`src/hdl/fxmon_pkg.sv`:
```
// Shared constants, types and register map of the fixing unit fault monitor
package fxmon_pkg;

  // Timebase
  localparam int CLK_PERIOD_NS = 4;
  localparam int TICK_PERIOD_NS = 1000000;
  localparam int TICK_CYCLES =
    (TICK_PERIOD_NS + CLK_PERIOD_NS - 1) / CLK_PERIOD_NS;

  // Timing counts in 1 ms ticks
  localparam int OVF_FAIL_TIME_S = 2;
  localparam logic [10:0] OVF_FAIL_MS = 11'(OVF_FAIL_TIME_S * 1000);
  localparam int TOGGLE_TIMEOUT_TIME_MS = 100;
  localparam logic [10:0] TOGGLE_TIMEOUT_MS = 11'(TOGGLE_TIMEOUT_TIME_MS);
  localparam int SOL_PULSE_TIME_MS = 50;
  localparam logic [10:0] SOL_PULSE_MS = 11'(SOL_PULSE_TIME_MS);

  // Print counts after warnings
  localparam logic [5:0] OIL_LOW_SHEETS = 6'd50;
  localparam logic [9:0] BELT_END_PRINTS = 10'd500;

  // Register byte addresses
  localparam logic [7:0] ADDR_CTRL = 8'h00;
  localparam logic [7:0] ADDR_REPORT = 8'h04;
  localparam logic [7:0] ADDR_EVENT = 8'h08;
  localparam logic [7:0] ADDR_EVT_EN = 8'h0c;
  localparam logic [7:0] ADDR_EVT_CLR = 8'h10;
  localparam logic [7:0] ADDR_COUNT = 8'h14;
  localparam logic [7:0] ADDR_STATE = 8'h18;

  // Control register fields
  localparam int CTRL_CHECK_BIT = 0;
  localparam int CTRL_OHP_BIT = 1;
  localparam int CTRL_UPPER_BIT = 2;
  localparam int CTRL_LOWER_BIT = 3;
  localparam int CTRL_IVL_LSB = 8;
  localparam int CTRL_IVL_W = 8;
  localparam logic [31:0] CTRL_RESET = 32'h0000_1400;
  localparam logic [31:0] CTRL_WMASK = 32'h0000_ff0e;

  // Count register fields
  localparam int COUNT_OIL_LSB = 0;
  localparam int COUNT_BELT_LSB = 16;

  // State register fields
  localparam int STATE_HC_LSB = 0;
  localparam int STATE_SB_LSB = 8;
  localparam int STATE_PEND_LSB = 12;

  // Reported conditions, also the event layout
  localparam int REPORT_W = 9;
  typedef struct packed {
    logic print_stop;
    logic belt_none;
    logic belt_low;
    logic ovf_fail;
    logic ovf;
    logic oil_out;
    logic oil_low;
    logic fix_fail;
    logic psu_fail;
  } fxmon_report_s;

  // Sense inputs after filtering
  localparam int SENSE_W = 5;
  typedef struct packed {
    logic belt_end;
    logic overflow;
    logic oil_low;
    logic fault_status;
    logic trip;
  } fxmon_sense_s;

  typedef enum logic [4:0] {
    HC_IDLE = 5'b00001,
    HC_UPPER = 5'b00010,
    HC_LOWER = 5'b00100,
    HC_PASS = 5'b01000,
    HC_FAIL = 5'b10000
  } fxmon_hc_e;

  typedef enum logic [2:0] {
    SB_IDLE = 3'b001,
    SB_ON = 3'b010,
    SB_OFF = 3'b100
  } fxmon_sb_e;

endpackage

```
`src/hdl/fxmon_sync.sv`:
```
// Three-stage input synchroniser with agreement filter
`timescale 1ns/100ps
module fxmon_sync import fxmon_pkg::*; #(
  parameter int W = SENSE_W
) (
  // Clock and reset
  input wire logic clk,
  input wire logic rst,
  // Pins and filtered levels
  input wire logic [W-1:0] din,
  output logic [W-1:0] dout
);

  logic [W-1:0] s1_q;
  logic [W-1:0] s2_q;
  logic [W-1:0] s3_q;
  logic [W-1:0] out_q;
  logic [W-1:0] out_d;

  // Output follows only when stages two and three agree
  genvar i;
  generate
    for (i = 0; i < W; i++) begin : g_bit
      always_comb begin
        out_d[i] = (s2_q[i] == s3_q[i]) ? s3_q[i] : out_q[i];
      end
    end
  endgenerate

  always_ff @(posedge clk or posedge rst) begin
    if (rst) begin
      s1_q <= '0;
      s2_q <= '0;
      s3_q <= '0;
      out_q <= '0;
    end else begin
      s1_q <= din;
      s2_q <= s1_q;
      s3_q <= s2_q;
      out_q <= out_d;
    end
  end

  assign dout = out_q;

endmodule

```
`src/hdl/fxmon_tick.sv`:
```
// Free-running millisecond tick generator
`timescale 1ns/100ps
module fxmon_tick import fxmon_pkg::*; #(
  parameter int CYCLES = TICK_CYCLES
) (
  // Clock and reset
  input wire logic clk,
  input wire logic rst,
  // One-cycle pulse per period
  output logic tick
);

  localparam int CW = $clog2(CYCLES + 1);

  logic [CW-1:0] cnt_q;
  logic [CW-1:0] cnt_d;
  logic tick_q;
  logic tick_d;

  always_comb begin
    if (cnt_q == CW'(CYCLES - 1)) begin
      cnt_d = '0;
      tick_d = 1'b1;
    end else begin
      cnt_d = cnt_q + 1'b1;
      tick_d = 1'b0;
    end
  end

  always_ff @(posedge clk or posedge rst) begin
    if (rst) begin
      cnt_q <= '0;
      tick_q <= 1'b0;
    end else begin
      cnt_q <= cnt_d;
      tick_q <= tick_d;
    end
  end

  assign tick = tick_q;

endmodule

```
`src/hdl/fxmon_top.sv`:
```
// Fixing unit fault monitor with APB register access
//
// The implementer's own choices: the register addresses and the APB slave port.
`timescale 1ns/100ps
// Operation
// - Trip sense high: fixing failure, reported as power supply failure.
// - Trip stays latched until power is cycled after a long off time.
// - Fault status high with heaters off means wrong rated voltage unit.
// - At temperature control start, check upper then lower heater alone.
// - Fault status toggling while a heater is driven proves it intact.
// - Status low while driven: broken wire, fixing failure, heaters off.
// - Oil-low sense high raises an oil-low warning.
// - About fifty sheets after oil-low, declare oil out and stop.
// - Overflow sense high stops the printer and reports oil overflow.
// - Overflow high for two seconds or more reports overflow failure.
// - Advance the cleaning belt after each set number of prints.
// - One solenoid pulse per step; transparency mode gives two steps.
// - Belt-end sense high warns that the belt is nearly used up.
// - About five hundred prints after belt-end, report no belt and stop.
// - Upper and lower heaters each have their own active-low drive.
module fxmon_top import fxmon_pkg::*; #(
  parameter int TICK_LEN = TICK_CYCLES
) (
  // Clock and reset
  input wire logic CLK,
  input wire logic SYS_RST,
  // APB slave
  input wire logic PSEL,
  input wire logic PENABLE,
  input wire logic PWRITE,
  input wire logic [7:0] PADDR,
  input wire logic [31:0] PWDATA,
  output logic [31:0] PRDATA,
  output logic PREADY,
  output logic PSLVERR,
  // Sense pins
  input wire logic OVERTEMP_TRIP_SENSE,
  input wire logic FIXING_FAULT_STATUS,
  input wire logic OIL_LOW_SENSE,
  input wire logic OIL_OVERFLOW_SENSE,
  input wire logic BELT_END_SENSE,
  // Engine logic, same clock
  input wire logic PRINT_DONE,
  // Actuators
  output logic UPPER_HEATER_DRIVE_N,
  output logic LOWER_HEATER_DRIVE_N,
  output logic BELT_STEP_SOLENOID,
  // Video controller notices and interrupt
  output fxmon_report_s REPORT,
  output logic IRQ
);

  logic tick;
  logic [SENSE_W-1:0] sense_vec;
  fxmon_sense_s sense;

  // Timebase
  fxmon_tick #(
    .CYCLES(TICK_LEN)
  ) u_tick (
    .clk(CLK),
    .rst(SYS_RST),
    .tick(tick)
  );

  fxmon_sync #(
    .W(SENSE_W)
  ) u_sync (
    .clk(CLK),
    .rst(SYS_RST),
    .din({BELT_END_SENSE, OIL_OVERFLOW_SENSE, OIL_LOW_SENSE,
          FIXING_FAULT_STATUS, OVERTEMP_TRIP_SENSE}),
    .dout(sense_vec)
  );

  assign sense = fxmon_sense_s'(sense_vec);

  // APB and register state
  logic pready_q, pready_d, pslverr_q, pslverr_d, irq_q, irq_d;
  logic [31:0] prdata_q, prdata_d, ctrl_q, ctrl_d;
  logic [REPORT_W-1:0] event_q, event_d, en_q, en_d, clr;
  logic access, done, wr, mapped, check_start;
  // Fault state
  fxmon_hc_e hc_q, hc_d;
  fxmon_sb_e sb_q, sb_d;
  logic [10:0] hc_ms_q, hc_ms_d, ovf_ms_q, ovf_ms_d, sb_ms_q, sb_ms_d;
  logic fs_q, fs_d, fs_edge, trip_q, trip_d, mism_q, mism_d;
  logic ovf_fail_q, ovf_fail_d, oil_low_q, oil_low_d;
  logic oil_out_q, oil_out_d, belt_low_q, belt_low_d;
  logic belt_none_q, belt_none_d, heat_block;
  logic [5:0] oil_cnt_q, oil_cnt_d;
  logic [9:0] belt_cnt_q, belt_cnt_d;
  logic [7:0] ivl_cnt_q, ivl_cnt_d, ivl;
  logic [2:0] pend_q, pend_d;
  logic upper_n_q, upper_n_d, lower_n_q, lower_n_d, sol_q, sol_d;
  fxmon_report_s report_q, report_d;

  assign access = PSEL & PENABLE;
  assign done = access & pready_q;
  assign wr = done & PWRITE;
  assign ivl = ctrl_q[CTRL_IVL_LSB +: CTRL_IVL_W];
  assign check_start = wr & (PADDR == ADDR_CTRL) & PWDATA[CTRL_CHECK_BIT];
  assign clr = (wr & (PADDR == ADDR_EVT_CLR)) ?
               PWDATA[REPORT_W-1:0] : '0;
  // Map is contiguous aligned words from zero up to the state word
  assign mapped = (PADDR <= ADDR_STATE) & (PADDR[1:0] == 2'b00);

  // Bus slave: one wait state, read data latched on the same edge as pready
  always_comb begin
    pready_d = access & ~pready_q;
    pslverr_d = access & ~pready_q & ~mapped;
    prdata_d = prdata_q;
    if (access & ~pready_q) begin
      prdata_d = '0;
      if (!PWRITE) begin
        unique case (PADDR)
          ADDR_CTRL: prdata_d = ctrl_q;
          ADDR_REPORT: prdata_d[REPORT_W-1:0] = report_q;
          ADDR_EVENT: prdata_d[REPORT_W-1:0] = event_q;
          ADDR_EVT_EN: prdata_d[REPORT_W-1:0] = en_q;
          ADDR_COUNT: begin
            prdata_d[COUNT_OIL_LSB +: 6] = oil_cnt_q;
            prdata_d[COUNT_BELT_LSB +: 10] = belt_cnt_q;
          end
          ADDR_STATE: begin
            prdata_d[STATE_HC_LSB +: 5] = hc_q;
            prdata_d[STATE_SB_LSB +: 3] = sb_q;
            prdata_d[STATE_PEND_LSB +: 3] = pend_q;
          end
          default: prdata_d = '0;
        endcase
      end
    end
    ctrl_d = ctrl_q;
    en_d = en_q;
    if (wr & (PADDR == ADDR_CTRL)) begin
      ctrl_d = PWDATA & CTRL_WMASK;
    end
    if (wr & (PADDR == ADDR_EVT_EN)) begin
      en_d = PWDATA[REPORT_W-1:0];
    end
    // Set wins over a clear in the same cycle
    event_d = (event_q & ~clr) | (report_d & ~report_q);
    irq_d = |(event_d & en_d);
  end
  always_ff @(posedge CLK or posedge SYS_RST) begin
    if (SYS_RST) begin
      pready_q <= 1'b0;
      pslverr_q <= 1'b0;
      prdata_q <= '0;
      ctrl_q <= CTRL_RESET;
      event_q <= '0;
      en_q <= '0;
      irq_q <= 1'b0;
    end else begin
      pready_q <= pready_d;
      pslverr_q <= pslverr_d;
      prdata_q <= prdata_d;
      ctrl_q <= ctrl_d;
      event_q <= event_d;
      en_q <= en_d;
      irq_q <= irq_d;
    end
  end

  // Heater breakage check and heater drive
  always_comb begin
    fs_d = sense.fault_status;
    hc_d = hc_q;
    hc_ms_d = tick ? hc_ms_q + 11'd1 : hc_ms_q;
    unique case (hc_q)
      HC_IDLE: begin
        hc_ms_d = '0;
        if (check_start & ~heat_block) begin
          hc_d = HC_UPPER;
        end
      end
      HC_UPPER: begin
        if (fs_edge) begin
          hc_d = HC_LOWER;
          hc_ms_d = '0;
        end else if (hc_ms_q >= TOGGLE_TIMEOUT_MS) begin
          hc_d = sense.fault_status ? HC_IDLE : HC_FAIL;
        end
      end
      HC_LOWER: begin
        if (fs_edge) begin
          hc_d = HC_PASS;
        end else if (hc_ms_q >= TOGGLE_TIMEOUT_MS) begin
          hc_d = sense.fault_status ? HC_IDLE : HC_FAIL;
        end
      end
      HC_PASS, HC_FAIL: hc_ms_d = '0;
    endcase
    if (heat_block & (hc_q != HC_FAIL)) begin
      hc_d = HC_IDLE;
    end
    // Only one heater at a time during the check
    upper_n_d = ~(~heat_block & ((hc_q == HC_UPPER) |
                 ((hc_q == HC_PASS) & ctrl_q[CTRL_UPPER_BIT])));
    lower_n_d = ~(~heat_block & ((hc_q == HC_LOWER) |
                 ((hc_q == HC_PASS) & ctrl_q[CTRL_LOWER_BIT])));
  end

  assign fs_edge = fs_q ^ sense.fault_status;
  assign heat_block = trip_q | mism_q | (hc_q == HC_FAIL);
  always_ff @(posedge CLK or posedge SYS_RST) begin
    if (SYS_RST) begin
      fs_q <= 1'b0;
      hc_q <= HC_IDLE;
      hc_ms_q <= '0;
      upper_n_q <= 1'b1;
      lower_n_q <= 1'b1;
    end else begin
      fs_q <= fs_d;
      hc_q <= hc_d;
      hc_ms_q <= hc_ms_d;
      upper_n_q <= upper_n_d;
      lower_n_q <= lower_n_d;
    end
  end

  // Latched faults, oil and belt counting
  always_comb begin
    // Trip clears only at power-on reset
    trip_d = trip_q | sense.trip;
    // Status is meaningful only while no heater is under test
    mism_d = mism_q | (sense.fault_status & (hc_q == HC_IDLE)
                       & upper_n_q & lower_n_q);
    ovf_ms_d = sense.overflow ?
               ovf_ms_q + 11'(tick & (ovf_ms_q < OVF_FAIL_MS)) : '0;
    ovf_fail_d = ovf_fail_q | (ovf_ms_q >= OVF_FAIL_MS);
    oil_low_d = oil_low_q | sense.oil_low;
    oil_out_d = oil_out_q | (oil_cnt_q == OIL_LOW_SHEETS);
    belt_low_d = belt_low_q | sense.belt_end;
    belt_none_d = belt_none_q | (belt_cnt_q == BELT_END_PRINTS);
    oil_cnt_d = oil_cnt_q;
    if (!oil_low_q) begin
      oil_cnt_d = '0;
    end else if (PRINT_DONE & (oil_cnt_q != OIL_LOW_SHEETS)) begin
      oil_cnt_d = oil_cnt_q + 6'd1;
    end
    belt_cnt_d = belt_cnt_q;
    if (!belt_low_q) begin
      belt_cnt_d = '0;
    end else if (PRINT_DONE & (belt_cnt_q != BELT_END_PRINTS)) begin
      belt_cnt_d = belt_cnt_q + 10'd1;
    end
  end
  always_ff @(posedge CLK or posedge SYS_RST) begin
    if (SYS_RST) begin
      trip_q <= 1'b0;
      mism_q <= 1'b0;
      ovf_ms_q <= '0;
      ovf_fail_q <= 1'b0;
      oil_low_q <= 1'b0;
      oil_out_q <= 1'b0;
      belt_low_q <= 1'b0;
      belt_none_q <= 1'b0;
      oil_cnt_q <= '0;
      belt_cnt_q <= '0;
    end else begin
      trip_q <= trip_d;
      mism_q <= mism_d;
      ovf_ms_q <= ovf_ms_d;
      ovf_fail_q <= ovf_fail_d;
      oil_low_q <= oil_low_d;
      oil_out_q <= oil_out_d;
      belt_low_q <= belt_low_d;
      belt_none_q <= belt_none_d;
      oil_cnt_q <= oil_cnt_d;
      belt_cnt_q <= belt_cnt_d;
    end
  end

  // Cleaning belt stepping; interval zero disables stepping
  always_comb begin
    ivl_cnt_d = ivl_cnt_q;
    pend_d = pend_q;
    if (PRINT_DONE & (ivl != 8'h00)) begin
      if (ivl_cnt_q + 8'd1 >= ivl) begin
        ivl_cnt_d = '0;
        // Saturate rather than wrap if prints outrun the solenoid
        if (ctrl_q[CTRL_OHP_BIT]) begin
          pend_d = (pend_q > 3'd5) ? 3'd7 : pend_q + 3'd2;
        end else begin
          pend_d = (pend_q == 3'd7) ? 3'd7 : pend_q + 3'd1;
        end
      end else begin
        ivl_cnt_d = ivl_cnt_q + 8'd1;
      end
    end
    sb_d = sb_q;
    sb_ms_d = tick ? sb_ms_q + 11'd1 : sb_ms_q;
    sol_d = 1'b0;
    unique case (sb_q)
      SB_IDLE: begin
        sb_ms_d = '0;
        if (pend_d != 3'd0) begin
          sb_d = SB_ON;
          pend_d = pend_d - 3'd1;
        end
      end
      SB_ON: begin
        sol_d = 1'b1;
        if (sb_ms_q >= SOL_PULSE_MS) begin
          sb_d = SB_OFF;
          sb_ms_d = '0;
          sol_d = 1'b0;
        end
      end
      SB_OFF: begin
        if (sb_ms_q >= SOL_PULSE_MS) begin
          sb_d = SB_IDLE;
        end
      end
    endcase
  end
  always_ff @(posedge CLK or posedge SYS_RST) begin
    if (SYS_RST) begin
      ivl_cnt_q <= '0;
      pend_q <= '0;
      sb_q <= SB_IDLE;
      sb_ms_q <= '0;
      sol_q <= 1'b0;
    end else begin
      ivl_cnt_q <= ivl_cnt_d;
      pend_q <= pend_d;
      sb_q <= sb_d;
      sb_ms_q <= sb_ms_d;
      sol_q <= sol_d;
    end
  end

  // Notices to the video controller
  always_comb begin
    report_d.psu_fail = trip_q | mism_q;
    report_d.fix_fail = trip_q | (hc_q == HC_FAIL);
    report_d.oil_low = oil_low_q;
    report_d.oil_out = oil_out_q;
    report_d.ovf = sense.overflow;
    report_d.ovf_fail = ovf_fail_q;
    report_d.belt_low = belt_low_q;
    report_d.belt_none = belt_none_q;
    report_d.print_stop = oil_out_q | sense.overflow | ovf_fail_q |
                          belt_none_q | heat_block;
  end
  always_ff @(posedge CLK or posedge SYS_RST) begin
    if (SYS_RST) begin
      report_q <= '0;
    end else begin
      report_q <= report_d;
    end
  end

  assign PRDATA = prdata_q;
  assign PREADY = pready_q;
  assign PSLVERR = pslverr_q;
  assign UPPER_HEATER_DRIVE_N = upper_n_q;
  assign LOWER_HEATER_DRIVE_N = lower_n_q;
  assign BELT_STEP_SOLENOID = sol_q;
  assign REPORT = report_q;
  assign IRQ = irq_q;

endmodule

```
`config.mk`:
```
export PLATFORM = sky130hd
export DESIGN_NAME = fxmon_top
export DESIGN_NICKNAME = d
export VERILOG_FILES = /design/src/hdl/fxmon_pkg.sv /design/src/hdl/fxmon_sync.sv /design/src/hdl/fxmon_tick.sv /design/src/hdl/fxmon_top.sv
export SDC_FILE = /design/constraint.sdc
export NUM_CORES = 1
export LEC_CHECK = 0
export ABC_AREA = 1
export BUFFER_PORTS_ARGS = -buffer_cell sky130_fd_sc_hd__buf_2
export CAP_MARGIN = 40
export CORE_ASPECT_RATIO = 1.1
export CORE_MARGIN = 1
export CORE_UTILIZATION = 59
export DETAILED_ROUTE_END_ITERATION = 8
export PLACE_DENSITY = 0.88
export SYNTH_ARGS = -nofsm -noshare
export SYNTH_HDL_FRONTEND = slang
export SYNTH_SLANG_ARGS = --single-unit
```
`constraint.sdc`:
```
create_clock -name CLK -period 7.8 [get_ports CLK]
set_input_delay 0.78 -clock CLK [delete_from_list [all_inputs] [get_ports CLK]]
set_output_delay 0.78 -clock CLK [all_outputs]
set_load 0.03 [all_outputs]
```
After elaboration in Yosys (flattened, before gate mapping)
Index checks and enable logic that the tools add are counted.
- eq/ne operators: 32
- multiplexer cells: 46
- add/sub/neg operators: 10
- bitwise logic cells: 51
- reductions and logical operators: 9
- $lt $le $gt $ge: 7
- operators with widths (operator ; count):
    $mux W11 ; 5
    $pmux W11 S2 ; 2
    $mux W10 ; 3
    $mux W3 ; 10
    $mux W5 ; 6
    $pmux W5 S6 ; 1
    $and A9 B9 Y9 ; 3
    $mux W26 ; 1
    $eq A8 B5 Y1 const B ; 3
    $and A1 B1 Y1 ; 23
    $add A11 B1 Y11 const B ; 2
    $add A18 B1 Y18 const B ; 1
    $eq A18 B18 Y1 const B ; 1
    $mux W18 ; 1
    $mux W9 ; 2
    $not A9 Y9 ; 2
    $eq A8 B4 Y1 const B ; 2
    $or A1 B1 Y1 ; 16
    $pmux W5 S3 ; 1
    $mux W6 ; 2
    $add A11 B1 Y11 ; 1
    $ge A11 B11 Y1 const B ; 1
    $ge A11 B6 Y1 const B ; 1
    $ge A11 B7 Y1 const B ; 1
    48 further kinds ; 64
- logic and storage cells: 201
- register bits after elaboration: 191
- input port bits: 51
- output and inout bits: 47

Depth between registers and ports, before layout
Gate-level depths: netlist of run 1.
- depth after elaboration: 10
- depth in mapped cells: 23
- gate-level depth less buffers: 23

Hierarchy
Synthesis of run 1 repeated with hierarchy kept, for this count alone.
- cells, all modules: 1095
- area, all modules: 9080.0 sq um
- modules (own cells, without submodules) (module ; seq. area each (sq um) ; area each (sq um) ; cells each ; times used):
    fxmon_top ; 3661.0 ; 7412.1 ; 909 ; 1
    fxmon_tick ; 475.5 ; 1082.3 ; 145 ; 1
    fxmon_sync ; 500.5 ; 585.6 ; 41 ; 1

Worst setup path before layout of run 1
OpenSTA, ideal clock, no wires.
- path type: register to register
- start: reg, netlist name ivl_cnt_q[0]
- end: reg sb_ms_q[1]
- path slack: 5.002 ns
- period minus slack after synthesis: 2.798 ns
- arrival: 2.677 ns
- stages on the path, launching flop included: 24
- cells stage by stage: dfrtp_1 ha_1 nand3_1 nor2_1 nand2_1 xor2_1 inv_1 ha_1 nand2_1 nor2_1 nand4_1 nand3_1 nand2_1 nand2_1 nand2_1 nand2_1 inv_1 ha_1 nand2_1 o21ai_1 nand2_1 nand2_1 inv_2 nor2_1
- RTL lines (element ; RTL line ; RTL):
    end signal, assigned ; fxmon_top.sv:330 ; sb_ms_q <= sb_ms_d;
    end, declared ; fxmon_top.sv:86 ; logic [10:0] hc_ms_q, hc_ms_d, ovf_ms_q, ovf_ms_d, sb_ms_q, sb_ms_d;

==> results.md, run 1 <==
* Power per cell area at between 200 and 250 nW/um2
* Ys flop type: dfrtp_1
* DRC errors left at 0
* Post-synthesis cell type count at 49
* Worst Tran Pin Value at a little over 0.8 ns
* Nets at between 1k and 1.5k
* Initial antenna violation count at 1
* EDFF count, synth at 0
* Leak at 5.100 nW
* Chip Height at between 100 and 150 um
* Final instance area at about 10000 um2
* Grt total ovfl at 0
* Post-synthesis sequential area ratio at approximately 52%
* I/O pins at ~100
* Yosys reg bits at 185
* Critical Path End Type: register
* Post-synthesis adder-cell area fraction at between 3 and 4%
* DIE AREA at approximately 16000 um2
* Die Wd at approximately 120 um
* Layout cells sized above 1 at between 10% and 20%
* Arrival time worst endpoint at approximately 3.6 ns
* Fmax at just over 300 MHz
* RSZ-0062 raised after global routing: no
* Avg WL per Cell at about 14 um
* Total global-route track usage at a little over a quarter
* Synth Area in Compound Gates at between 10% and 20%
* Post-CTS Hold Buffers at 0
* CTS max path bufs at 2
* Final min period at approximately 3.2 ns
* R2r startpoint: ivl_cnt_q[0]
* Initial Util at 60.90%
* Tot Pwr at between 2 and 2.5 mW
* Syn. warnings at 0
* Average size of a mapped cell at 8.678 um2
* Final WL at 18980 um
* Largest family of logic cells by synthesized area: simple AND/OR/NAND/NOR gates
* Slowest cell on the critical path: dfrtp_1
* Detail Route Antenna Nets at 0
* VDD IR-drop max at ~0.15 mV
* First-pass GRT wire length at roughly 32000 um
* H-tree levels at 4
* Resize count post-CTS at 0
* Layout area overhead at 12.40%
* Largest net degree at the start of global routing at 87
* CTS tree: done
* Post-DP HPWL at between 10000 and 15000 um
* Total clock sinks at between 150 and 200
* HP Start: u_sync.s1_q[3]
* Setup violations, final at 0
* Synth Area in Simple Gates at between 20% and 30%
* Worst Skew at between 0.01 and 0.015 ns
* Worst skew pair latency at approximately 0.43 ns
* Final slew viol count at 0
* Core Rows at 46
* Synthesized netlist cell count at 1022
* Number of global-route vias before repair at 6928
* Hold crit path type: register to register
* Post-synthesis mux area share at 0%
* Port bufs at 75
* Mapped cell area at approximately 8900 um2
* Critical path launch point: ivl_cnt_q[0]
* Synth Area in XOR/XNOR at 2.765%
* Core ar. at ~15000 um2
* Post-CTS Setup Bufs at 0
* Worst EP required at approximately 8.1 ns
* Status: finished clean
* Crit path kind: register to register
* CP startpoint kind: register
* Starting DRT DRC Count at 593
* Num CTS Buffers at 17
* Final worst-path cycle share at roughly two fifths
* Slew headroom at between 40% and 50%
* Post-route setup TNS at 0 ns
* Root buffer cell: clkbuf_16
* Via Count at between 7k and 8k
* Vias per std cell at between 5 and 6
* FFs w/ async S/R, synth at 100.0%
* Worst-path cell chain: ha_1, nand3_1, nor2_1, nand2_1, xor2_1, inv_1, ha_1, nand2_1, nor2_1, nand4_1, nand3_1, nand2_1, nand2_1, nand2_1, nand2_1, inv_1, ha_1, nand2_1, o21ai_1, nand2_1, nand2_1, inv_2, nor2_1
* Max-cap violations at 0
* Crit Path Max Fanout at 5
* DR pass1 iterations at 5
* Cell repeated most along the worst path: nand2_1
* Fin. Hold Viols at 0
* Placed Area at between 9000 and 10000 um2
* Global placer's final weighted congestion at roughly 0.9
* Crit-path max cell delay at 0.42 ns
* Clock slew at the register clock pins of the worst setup and hold paths at around 0.070 ns
worst max-delay path: cells and delay by family (launching register included):
kind	cells	cell delay (ns)
XOR/XNOR	1	0.19
AO/OA/AOI/OAI	1	0.10
buffers and inverters	3	0.23
AND/OR/NAND/NOR	15	1.50
flip-flops	1	0.42
adder cells (fa/ha/maj)	3	0.72
kinds of logic (layout without fill, tap and decap cells):
logic type	after synthesis	after routing
simple gates	465	465
xor+xnor	28	28
buf+inv	168	257
flops	185	185
fa+ha+maj	28	28
other cells	1	8
compound gates	147	147
final timing paths:
path	endpoint	slack [ns]	cells past startpoint
setup / recovery	sb_ms_q[1]	4.56	23
hold reg to reg	u_sync.s2_q[3]	0.35	0
max in group asynchronous	PRDATA[19]	6.20	3
hold / removal	u_sync.s2_q[3]	0.35	0
setup reg to reg	sb_ms_q[1]	4.56	23
min in group asynchronous	u_tick.cnt_q[11]	0.47	2
cell type report:
class / instances / area [um2]
well taps: 192 / 240.2
clock inverters: 13 / 112.6
fillers: 1100 / 4593
clock buffers: 19 / 442.9
diodes: 2 / 5.005
flip-flops and latches: 185 / 4637
inverters: 147 / 556.8
multi-input cells: 674 / 3576
repair buffers: 78 / 397.9
registers in the layout, summed over array words and instances (netlist names), 6 cells and up:
name	count
PRDATA	26
REPORT	9
belt_cnt_q	10
ctrl_q	11
en_q	9
event_q	9
hc_ms_q	11
ivl_cnt_q	8
oil_cnt_q	6
ovf_ms_q	11
sb_ms_q	11
u_tick.cnt_q	18
layer usage:
layer | vias to the layer above | track usage, % | wire length, um
li1 | 3483 | - | -
met1 | 3409 | 33.20 | 8113
met3 | 31 | 5.642 | 1293
met4 | 0 | 10.28 | 345
met2 | 243 | 44.41 | 9229
met5 | - | 0 | 0
metrics by stage:
stage          instances  worst slack [ns]  hold WS, ns  util, %
2_1_floorplan       1027             2.001       0.3312        -
3_3_place_gp        1275             4.760       0.3339    64.56
3_5_place_dp        1276             4.609       0.3355    64.61
4_1_cts             1308             4.556       0.3518    68.42
5_1_grt             1308             4.218       0.3567    68.42
6_report            1310             4.557       0.3489    68.46
cells in the mapped netlist, types with 2 or more instances:
| cell | number | area [um2] |
|---|---|---|
| nor2_4 | 5 | 56.30 |
| buf_4 | 7 | 52.55 |
| a32o_1 | 12 | 120.1 |
| a22o_1 | 7 | 61.31 |
| inv_1 | 143 | 536.8 |
| nor3_1 | 23 | 115.1 |
| clkinv_1 | 2 | 7.510 |
| nand3b_1 | 2 | 15.01 |
| a21oi_1 | 26 | 130.1 |
| a31oi_1 | 5 | 31.28 |
| nand3_1 | 51 | 255.2 |
| ha_1 | 23 | 287.8 |
| o21ai_0 | 65 | 325.3 |
| nor3b_1 | 2 | 15.01 |
| nor4_1 | 3 | 18.77 |
| clkbuf_1 | 5 | 18.77 |
| xor2_1 | 25 | 219.0 |
| nand2_2 | 12 | 75.07 |
| nand4_1 | 20 | 125.1 |
| o211ai_1 | 4 | 30.03 |
| or2_2 | 11 | 68.82 |
| nor2_1 | 83 | 311.6 |
| nand2_1 | 244 | 915.9 |
| xnor2_1 | 3 | 26.28 |
| dfstp_2 | 6 | 157.7 |
| buf_2 | 8 | 40.04 |
| dfrtp_1 | 179 | 4479 |
| o21ai_2 | 5 | 43.79 |
| maj3_1 | 5 | 50.05 |
| inv_2 | 2 | 7.510 |
| o21ai_1 | 2 | 10.01 |
| nor2_2 | 2 | 12.51 |
| o31ai_1 | 2 | 15.01 |
| o22ai_1 | 13 | 81.33 |
where the power goes:
group	total (mW)	switching [mW]	internal (mW)
clock	0.813	0.387	0.426
combinational	0.206	0.138	0.0682
sequential	1.07	0.0562	1.01
total	2.09	0.582	1.51
layout by cell type, fill, tap and decap left out, types with 6 or more instances in the layout:
cell       instances
inv_1            142
dfrtp_1          179
nor2_1            83
a32o_1            12
o22ai_1           13
nand2_1          244
nor3_1            23
nand4_1           20
o21ai_0           65
clkbuf_16         17
a21oi_1           26
dfstp_2            6
ha_1              23
a22o_1             7
xor2_1            25
buf_2             75
or2_2             11
conb_1             6
nand3_1           51
nand2_2           12
No activity file was read; power rests on OpenSTA's default activity.
==> run 2: changes to the inputs <==
==> constraint.sdc (replaced) <==
create_clock -name CLK -period 3.1 [get_ports CLK]
set_input_delay 0.31 -clock CLK [delete_from_list [all_inputs] [get_ports CLK]]
set_output_delay 0.31 -clock CLK [all_outputs]
set_load 0.03 [all_outputs]
==> results.md, run 2 (synthesized netlist as in run 1, its figures left out) <==
* Status: finished clean
* Ant. Diodes at 0
* Reg2Reg Depth at 23
* Avg WL per Cell at between 15 and 20 um
* Number of global-route vias before repair at between 7k and 8k
* I/O pins at 98
* Fmax at 335.7 MHz
* DIE AREA at 15530 um2
* Port bufs at between 70 and 80
* Final worst setup slack at about 0.12 ns
* Chip Height at 130.6 um
* Hold Slack at between 0.09 and 0.1 ns
* Total global-route track usage at a little over a quarter
* Root buffer cell: clkbuf_16
* DRC errors left at 0
* Final Util at 71.52%
* CTS tree: done
* Critical Path End Type: register
* Commonest non-fill, non-tap cells in the layout: nand2_1, dfrtp_1, inv_1, nor2_1, buf_2
* Core ar. at 14560 um2
* Initial Util at 60.90%
* Die Wd at ~120 um
* Max-cap violations at 0
* Vias per std cell at 5.510
* Final slew viol count at 0
* Slew headroom at between 40% and 50%
* VDD IR-drop max at between 0.3 and 0.4 mV
* Setup violations, final at 0
* Final instance area at ~10000 um2
* Layout area overhead at 17.44%
* Grt total ovfl at 0
* Clock slew at the register clock pins of the worst setup and hold paths at 0.06 ns
* CTS max path bufs at 2
* Final worst-path cycle share at 96.09%
* CP startpoint kind: register
* Global placer's final weighted congestion at slightly above 0.9
* Hold Path Depth at 3
* Core Rows at 46
* Starting DRT DRC Count at 672
* Leading cell type in the layout, fill and taps excluded: nand2_1
* Nets at ~1.2k
* Crit path kind: register to register
* Detail Route Antenna Nets at 0
* Num CTS Buffers at 17
* Worst Tran Pin Value at 0.8152 ns
* Worst skew pair latency at approximately 0.44 ns
* Leak at ~5.3 nW
* H-tree levels at 4
* Initial antenna violation count at 0
* Fin. Hold Viols at 0
* Layout cells sized above 1 at 18.05%
* Non-Filler Instances at between 1k and 1.5k
* Final WL at 20240 um
* Placed Area at 9509 um2
* Arrival time worst endpoint at 3.30 ns
* First-pass GRT wire length at around 33000 um
* Crit Path Max Fanout at 5
* Worst EP required at roughly 3.4 ns
* Via Count at 7317
* Placed Cells at 1282
* Hold crit path type: primary input to register
* Largest net degree at the start of global routing at between 40 and 50
* Total clock sinks at roughly 190
* Setup slack at placement at -0.06092 ns
* Power per cell area at approximately 540 nW/um2
* Max reg flops at 26
* Post-DP HPWL at 14090 um
* Final min period at roughly 3.0 ns
* DR pass1 iterations at 5
* Worst Skew at approximately 0.0071 ns
## run 2: cell types whose count changed in the layout (fill, tap and decap cells not counted), sizes merged
cell         delta
buf            +16
dlygate4sd3     +6
inv             -6
bufinv          +4
diode           -2
clkbuf          +1
clkinv          -1
## run 2: worst max-delay path: stages, from the launching register on
cell     delay, ns
dfrtp_1       0.42
ha_4          0.18
nand3_4       0.08
nor2_1        0.10
nand2_1       0.09
xor2_2        0.19
inv_2         0.06
ha_4          0.26
nand2_2       0.05
nor2_2        0.11
nand4_1       0.14
nand3_2       0.16
nand2_2       0.09
nand2_2       0.10
nand2_2       0.08
nand2_2       0.09
inv_2         0.05
ha_4          0.16
nand2_4       0.07
o21ai_2       0.06
nand2_2       0.08
nand2_2       0.07
inv_4         0.10
nor2_1        0.05
## run 2: timing repair
action,4_1_cts,5_1_grt
buffers inserted,2,8
hold buffers,6,0
setup endpoints to repair,6,12
cloned,0,0
pin swaps,1,15
gates resized for setup,3,33
endpoints found under the hold margin,10,0
## run 2: path summary, 6_finish.rpt
path,start,to,slack (ns)
worst max register to register,ivl_cnt_q[1],sb_ms_q[1],0.12
worst min register to register,u_sync.s1_q[3],u_sync.s2_q[3],0.35
worst max-delay path,ivl_cnt_q[1],sb_ms_q[1],0.12
worst min-delay path,PWDATA[13],ctrl_q[13],0.1
max in group asynchronous,SYS_RST,ctrl_q[12],1.89
min in group asynchronous,SYS_RST,u_sync.s1_q[3],0.38
## run 2: area by class of cell
type	instances	area (um2)
multi-input cells	674	3707
clock inverters	10	167.7
repair buffers	100	635.6
flip-flops and latches	185	4639
inverters	147	558.0
clock buffers	20	466.7
fillers	1048	4146
well taps	192	240.2
## run 2: layer usage
layer	up-vias	track usage [%]	routed length (um)
met2	264	48.68	10240
met5	-	0	0
met1	3499	32.72	8430
met4	0	9.978	400
li1	3510	-	-
met3	44	6.076	1164
## run 2: through the flow
step                setup TNS (ns)  power (mW)
detailed placement         -0.2702       3.259
global route               -0.3004       5.852
global placement                 0       3.217
CTS                              0       5.581
floorplan                        0       3.079
finish                           0       5.646
## run 2: power breakdown
group / leakage, nW / switching [mW] / internal [mW] / total, mW
clock network: 0.309 / 0.912 / 1.41 / 2.32
registers: 2.28 / 0.157 / 2.55 / 2.70
logic: 2.69 / 0.386 / 0.235 / 0.621
